<file path="config.mk">
export PLATFORM = sky130hd
export DESIGN_NAME = dtdt_decoder
export DESIGN_NICKNAME = d
export VERILOG_FILES = /design/src/design/dtdt_pkg.sv /design/src/design/dtdt_decoder.sv /design/src/design/dtdt_cycle_table.sv
export SDC_FILE = /design/constraint.sdc
export NUM_CORES = 1
export LEC_CHECK = 0
export ABC_CLOCK_PERIOD_IN_PS = 800
export BUFFER_PORTS_ARGS = -buffer_cell sky130_fd_sc_hd__clkbuf_2
export CAP_MARGIN = 20
export CORE_MARGIN = 1.5
export CORE_UTILIZATION = 43
export CTS_CLUSTER_SIZE = 20
export DETAILED_ROUTE_END_ITERATION = 10
export PLACE_DENSITY_LB_ADDON = 0.08
export SLEW_MARGIN = 20
export SYNTH_ARGS = -nofsm -noshare
export SYNTH_HDL_FRONTEND = slang
export SYNTH_SLANG_ARGS = --single-unit
</file>
<file path="constraint.sdc">
create_clock -name i_core_clk -period 0.8 [get_ports i_core_clk]
set_input_delay 0.12 -clock i_core_clk [delete_from_list [all_inputs] [get_ports i_core_clk]]
set_output_delay 0.12 -clock i_core_clk [all_outputs]
set_load 0.005 [all_outputs]
</file>
<file path="src/design/dtdt_pkg.sv">
// Package with opcodes, cycle counts and record types of the transfer decoder.
// How it works
// - Each count given is the least time, with operands queued, no waits, no hold and aligned words.
// - A memory access may take one or two clocks more than the least count from the unit handoff.
// - On the byte-bus variant counts are for bytes and each word memory transfer adds four clocks.
// - The word-bus variant has a six-byte prefetch queue.
// - The byte-bus variant has a four-byte prefetch queue.
// - Jump and call counts include fetching the next opcode at the target.
// - Opcode 8e moves a register or memory operand into a segment register in 2 or 9/13 clocks.
// - Opcode 8c moves a segment register to a register or memory in 2 or 11/15 clocks.
// - Opcode c5 loads a far pointer and the data segment in 18 or 26 clocks, memory only.
// - Opcode c4 loads a far pointer and the extra segment in 18 or 26 clocks, memory only.
// - Opcode 8d loads the effective address into a register in 6 clocks.
// - Opcode 9f copies the low flags to the high accumulator byte in 2 clocks.
// - Opcode 9e stores the high accumulator byte into the low flags in 3 clocks.
package dtdt_pkg;
  localparam logic [7:0] OP_SEG_LOAD = 8'h8e;
  localparam logic [7:0] OP_SEG_STORE = 8'h8c;
  localparam logic [7:0] OP_LFP_DATA = 8'hc5;
  localparam logic [7:0] OP_LFP_EXTRA = 8'hc4;
  localparam logic [7:0] OP_EA_LOAD = 8'h8d;
  localparam logic [7:0] OP_FLAGS_TO_HIGH = 8'h9f;
  localparam logic [7:0] OP_HIGH_TO_FLAGS = 8'h9e;
  localparam logic [1:0] MOD_REG = 2'h3;
  localparam int MOD_POS = 6;
  localparam int REG_POS = 3;
  localparam logic [5:0] CYC_SEG_REG = 6'h02;
  localparam logic [5:0] CYC_SEG_LOAD_MEM_W = 6'h09;
  localparam logic [5:0] CYC_SEG_LOAD_MEM_B = 6'h0d;
  localparam logic [5:0] CYC_SEG_STORE_MEM_W = 6'h0b;
  localparam logic [5:0] CYC_SEG_STORE_MEM_B = 6'h0f;
  localparam logic [5:0] CYC_LFP_W = 6'h12;
  localparam logic [5:0] CYC_LFP_B = 6'h1a;
  localparam logic [5:0] CYC_EA_LOAD = 6'h06;
  localparam logic [5:0] CYC_FLAGS_TO_HIGH = 6'h02;
  localparam logic [5:0] CYC_HIGH_TO_FLAGS = 6'h03;
  localparam logic [5:0] CYC_WORD_PENALTY = 6'h04;
  localparam logic [1:0] CYC_HANDOFF_MAX = 2'h2;
  localparam int QUEUE_BYTES_WBUS = 6;
  localparam int QUEUE_BYTES_BBUS = 4;

  typedef enum logic [3:0] {
    DTDT_NONE = 4'h0,
    DTDT_COPY_TRANSFER_TO_SEG = 4'h1,
    DTDT_COPY_TRANSFER_FROM_SEG = 4'h2,
    DTDT_LOAD_FAR_POINTER_DATA = 4'h3,
    DTDT_LOAD_FAR_POINTER_EXTRA = 4'h4,
    DTDT_EFFECTIVE_OFFSET_LOAD = 4'h5,
    DTDT_FLAGS_TO_HIGH_ACC = 4'h6,
    DTDT_HIGH_ACC_TO_FLAGS = 4'h7
  } dtdt_op_e;

  typedef struct packed {
    logic valid;
    logic [7:0] opcode;
    logic [7:0] modrm;
  } dtdt_req_s;

  typedef struct packed {
    logic valid;
    dtdt_op_e op;
    logic illegal;
    logic mem_operand;
    logic word_op;
    logic [1:0] mod_field;
    logic [2:0] reg_field;
    logic [2:0] rm_field;
    logic [5:0] min_cycles;
    logic [5:0] max_cycles;
    logic [1:0] modrm_bytes;
  } dtdt_dec_s;
endpackage : dtdt_pkg

</file>
<file path="src/design/dtdt_decoder.sv">
// Registered decoder and least-time model for the transfer instruction group.
`timescale 1ns/1ps
`default_nettype none
module dtdt_decoder #(
  parameter bit BYTE_BUS = 1'b0
) (
  input wire logic i_core_clk,
  input wire logic i_arst_n,
  input wire dtdt_pkg::dtdt_req_s i_req,
  output dtdt_pkg::dtdt_dec_s o_dec,
  output logic [2:0] o_queue_bytes
);
  import dtdt_pkg::*;

  typedef struct packed {
    dtdt_dec_s dec;
  } dtdt_state_s;

  dtdt_state_s state;
  dtdt_state_s next_state;
  dtdt_op_e op;
  logic has_modrm;
  logic mem;
  logic [5:0] base_cycles;

  // Counts are least figures under ideal queue and bus conditions.
  always_comb begin
    op = DTDT_NONE;
    has_modrm = 1'b1;
    case (i_req.opcode)
      OP_SEG_LOAD: op = DTDT_COPY_TRANSFER_TO_SEG;
      OP_SEG_STORE: op = DTDT_COPY_TRANSFER_FROM_SEG;
      OP_LFP_DATA: op = DTDT_LOAD_FAR_POINTER_DATA;
      OP_LFP_EXTRA: op = DTDT_LOAD_FAR_POINTER_EXTRA;
      OP_EA_LOAD: op = DTDT_EFFECTIVE_OFFSET_LOAD;
      OP_FLAGS_TO_HIGH: begin
        op = DTDT_FLAGS_TO_HIGH_ACC;
        has_modrm = 1'b0;
      end
      OP_HIGH_TO_FLAGS: begin
        op = DTDT_HIGH_ACC_TO_FLAGS;
        has_modrm = 1'b0;
      end
      default: has_modrm = 1'b0;
    endcase
  end

  assign mem = has_modrm && (i_req.modrm[MOD_POS +: 2] != MOD_REG);

  dtdt_cycle_table u_table (
    .i_op(op),
    .i_mem(mem),
    .i_byte_bus(BYTE_BUS),
    .o_cycles(base_cycles)
  );

  always_comb begin
    next_state = state;
    next_state.dec.valid = i_req.valid;
    if (i_req.valid) begin
      next_state.dec.op = op;
      next_state.dec.mem_operand = mem;
      next_state.dec.mod_field = has_modrm ? i_req.modrm[MOD_POS +: 2] : 2'h0;
      next_state.dec.reg_field = has_modrm ? i_req.modrm[REG_POS +: 3] : 3'h0;
      next_state.dec.rm_field = has_modrm ? i_req.modrm[2:0] : 3'h0;
      next_state.dec.modrm_bytes = has_modrm ? 2'h1 : 2'h0;
      // Segment moves and pointer loads move words; the flag transfers
      // touch a byte. The width bit stands in opcode bit 0 where present.
      next_state.dec.word_op = (op == DTDT_COPY_TRANSFER_TO_SEG ||
                                op == DTDT_COPY_TRANSFER_FROM_SEG ||
                                op == DTDT_LOAD_FAR_POINTER_DATA ||
                                op == DTDT_LOAD_FAR_POINTER_EXTRA ||
                                op == DTDT_EFFECTIVE_OFFSET_LOAD) ?
                               1'b1 :
                               (op == DTDT_FLAGS_TO_HIGH_ACC ||
                                op == DTDT_HIGH_ACC_TO_FLAGS) ?
                               1'b0 : i_req.opcode[0];
      // Pointer loads with a register operand are not legal encodings.
      next_state.dec.illegal = (op == DTDT_NONE) ||
        ((op == DTDT_LOAD_FAR_POINTER_DATA ||
          op == DTDT_LOAD_FAR_POINTER_EXTRA) && !mem);
      // No opcode here transfers control, so no destination fetch is added.
      next_state.dec.min_cycles = base_cycles;
      // Memory forms may run up to two clocks long from the unit handoff.
      next_state.dec.max_cycles = mem ?
        base_cycles + {4'h0, CYC_HANDOFF_MAX} : base_cycles;
    end
  end

  always_ff @(posedge i_core_clk or negedge i_arst_n) begin
    if (!i_arst_n) begin
      state <= '0;
    end else begin
      state <= next_state;
    end
  end

  assign o_dec = state.dec;
  // The byte-bus word penalty is folded into the byte-bus table entries.
  assign o_queue_bytes = BYTE_BUS ? 3'(QUEUE_BYTES_BBUS) :
                                    3'(QUEUE_BYTES_WBUS);
endmodule : dtdt_decoder
`default_nettype wire

</file>
<file path="src/design/dtdt_cycle_table.sv">
// Lookup of least cycle count per decoded operation and bus variant.
`timescale 1ns/1ps
`default_nettype none
module dtdt_cycle_table (
  input wire dtdt_pkg::dtdt_op_e i_op,
  input wire logic i_mem,
  input wire logic i_byte_bus,
  output logic [5:0] o_cycles
);
  import dtdt_pkg::*;

  always_comb begin
    o_cycles = 6'h00;
    case (i_op)
      DTDT_COPY_TRANSFER_TO_SEG: begin
        o_cycles = !i_mem ? CYC_SEG_REG :
                   (i_byte_bus ? CYC_SEG_LOAD_MEM_B : CYC_SEG_LOAD_MEM_W);
      end
      DTDT_COPY_TRANSFER_FROM_SEG: begin
        o_cycles = !i_mem ? CYC_SEG_REG :
                   (i_byte_bus ? CYC_SEG_STORE_MEM_B : CYC_SEG_STORE_MEM_W);
      end
      DTDT_LOAD_FAR_POINTER_DATA, DTDT_LOAD_FAR_POINTER_EXTRA: begin
        o_cycles = i_byte_bus ? CYC_LFP_B : CYC_LFP_W;
      end
      DTDT_EFFECTIVE_OFFSET_LOAD: o_cycles = CYC_EA_LOAD;
      DTDT_FLAGS_TO_HIGH_ACC: o_cycles = CYC_FLAGS_TO_HIGH;
      DTDT_HIGH_ACC_TO_FLAGS: o_cycles = CYC_HIGH_TO_FLAGS;
      default: o_cycles = 6'h00;
    endcase
  end
endmodule : dtdt_cycle_table
`default_nettype wire

</file>
==> results.md <==
- Worst-path maximum fanout: 4
- FMAX: roughly 670 MHz
- H-tree level count: 1
- Worst-path cell chain: buf_8 -> nand2b_4 -> o22a_1 -> nor3_2 -> o21ai_1 -> ha_1 -> or4b_1 -> a31oi_1
- Clock sinks: 26
- Crit path DAT: roughly 1.8 ns
- Most frequent cells in the layout: clkbuf_2, buf_4, dfrtp_1, buf_6
- # DRC: 3
- Top cells by area, synth: dfrtp_1, a22o_1, buf_4
- Crit path buffers/inverters: 1
- Via count: 1,342
- Min cycle time layout: 1.49 ns
- First-pass GRT wire length: 6230 µm
- Mean Syn Cell Area: 10.2 µm²
- Reg-to-reg endpoint: o_dec[22]
- Largest register FFs: 26
- Sw frac: approximately a quarter
- Reg2reg start: o_dec[22]
- Commonest non-fill, non-tap cell in the layout: clkbuf_2
- Largest net degree at the start of global routing: 27
- Clock-pin slew on the worst setup and hold paths: 0.15 ns
- Combinational share of power: 20.1%
- Worst Hold Endpoint: o_dec[16]
- Layout cell share with drive strength beyond 1: 58.3%
- Top cell type by total area after synthesis: dfrtp_1
- CP endpoint kind: register
- Area grow syn2layout: 73.0%
- Initial Util: 46.0%
- Fin worst setup slack: -0.689 ns
- Failing checks: DRC, setup timing
- WS Path Type: input port to register
- Cell Int Power: about 2200 µW
- Initial antenna violation count: 0
- Final net count: about 240
- Clk network pwr share: 32.3%
- GRT Total Usage: 24.2%
- Unrepaired setup endpoints after global routing: true
- Vias in the first global route: 1,342
- Sequential power share: between 40% and 50%
- Power Density: between 1000 and 1500 mW/mm²
- Worst R2R Path Depth: 2
- Cell Rows: 19
- Die X: 57.8 µm
- Crit path required time: about 1.1 ns
- Synth unique cells: 42
- R2r setup slk: -0.09 ns
- Max rail drop VDD: 0.000771 V
- Share of the yosys chip area belonging to registers: 50.4%
- Fin Hold WS: between 0.01 and 0.015 ns
- # IOs: 52
- IO Port Bufs: 45
- Slowest stage cell, crit path: or4b_1
- Top-area cell type share of the netlist area: 50.4%
- Final instance area: 0.00223 mm²
- Starting DRT DRC Count: 63
- Main synth FF type: dfrtp_1
- Synth Cell Area: 0.00129 mm²
- Final wirelength: 3940 µm
- Hold depth: 2
- Critical path depth in cells: 8
- Hold Path Class: input port to register
- Final Setup Violations: 51
- Worst Setup Start Kind: input port
- Fin Setup TNS: -8.26 ns
- CTS tree: yes
- Maxcap violations: 0
- Final Total Pwr: 2860 µW
- Detailed placer's ending HPWL: between 2000 and 2500 µm
- Routability cong.: 0.841
- WL/cell: 15.5 µm
- CTS Buf Count: 3
- Via-to-Cell Ratio: 5.28
- DRT Pass-1 Iters: 9
- Synth warn: 0
- Net switching power: 706 µW
- Clock Skews: 0 ns
- Slew Viols, Final: 0
- Height of the die: 57.8 µm
- Cell family with most CP delay: simple AND/OR/NAND/NOR gates
- Mapped Cells: 127
- Post-route ant nets: 0
- Final number of hold-violating endpoints: 0
- Gr ovfl total: 0
- Outcome: complete, but fails checks
- Period utilisation layout: 186%
- Max Root-Sink Buffers: 2
- EDFF count, synth: 0
- Root buffer cell: clkbuf_4
- Critical Path Max Stage Delay: 0.44 ns
- Flops & latches, synth: 26
- Fin util: 79.6%
- Hold Startpoint: i_req[2]
- Area after DPL: roughly 0.0018 mm²
- Worst skew pair latency: 0.32 ns
- Async SR Flop Fraction: 100%
- Area of the core: roughly 0.0028 mm²
- Die area: 0.00334 mm²
- Static Leak: 0.00117 µW
- N_diodes: 0
==> power groups by stage <==
stage          clock network, µW  registers, µW  logic [µW]
2_1_floorplan                  0           1390         202
3_3_place_gp                   0           1390         388
6_report                     922           1360         574
3_5_place_dp                   0           1390         403
5_1_grt                      986           1370         621
4_1_cts                      933           1360         500
==> Yosys cell counts, drive strengths merged (2+ instances only) <==
cell and n:
dfrtp 26, inv 9, nand2 9, a22o 8
buf 8, nor2 7, clkbuf 5, o21ai 5
a21oi 4, nand2b 4, nor3 3, o221ai 3
o22ai 3, and2 2, and4b 2, conb 2
mux2 2, nand3 2, nor2b 2, xor2 2
==> worst max-delay path by stage <==
stage,start,to,slack [ns]
2_1_floorplan,i_req[8],o_dec[4],-0.93
3_3_place_gp,i_req[14],o_dec[4],-1.0
3_5_place_dp,i_req[14],o_dec[4],-1.09
4_1_cts,i_req[11],o_dec[4],-0.70
5_1_grt,i_req[9],o_dec[4],-0.75
6_report,i_req[11],o_dec[4],-0.69
==> what timing repair did <==
item / 4_1_cts / 5_1_grt
hold buffers: 5 / 1
resized for setup: 19 / 25
setup buffers: 14 / 13
hold endpoints to repair: 30 / 1
endpoints found under the setup margin: 51 / 50
cloned: 1 / 0
pin swaps: 5 / 12
==> routing by layer <==
layer / wire [µm] / vias up / global-route usage [%]
li1: - / 633 / -
met1: 1720 / 662 / 31.4
met2: 2000 / 39 / 41.6
met3: 144 / 8 / 4.69
met4: 74 / 0 / 6.31
met5: 0 / - / 0
==> layout make-up <==
type,instances,area [µm²]
clock buffer,3,22.5
clock inverter,1,30.0
fill,198,572
inverter,9,36.3
multi-input combinational,83,696
sequential,26,651
tap,31,38.8
timing repair buffer,101,759
==> through the flow <==
step,setup WS (ns),instances
global route,-0.749,254
global placement,-0.997,223
CTS,-0.697,246
floorplan,-0.927,131
detailed placement,-1.09,223
finish,-0.689,254
==> kinds of logic (layout without fill, tap and decap cells) <==
| kind of cell | after synthesis | count (layout) | synth area share (%) |
|---|---|---|---|
| other | 2 | 6 | 0.582 |
| buffers and inverters | 22 | 114 | 8.72 |
| AO/OA/AOI/OAI | 34 | 34 | 19.7 |
| multiplexers | 2 | 2 | 1.74 |
| flip-flops | 26 | 26 | 50.4 |
| AND/OR/NAND/NOR | 38 | 38 | 16.6 |
| XOR/XNOR | 2 | 2 | 1.36 |
| adder cells (fa/ha/maj) | 1 | 1 | 0.969 |
Power figures use the tool's default switching activity.
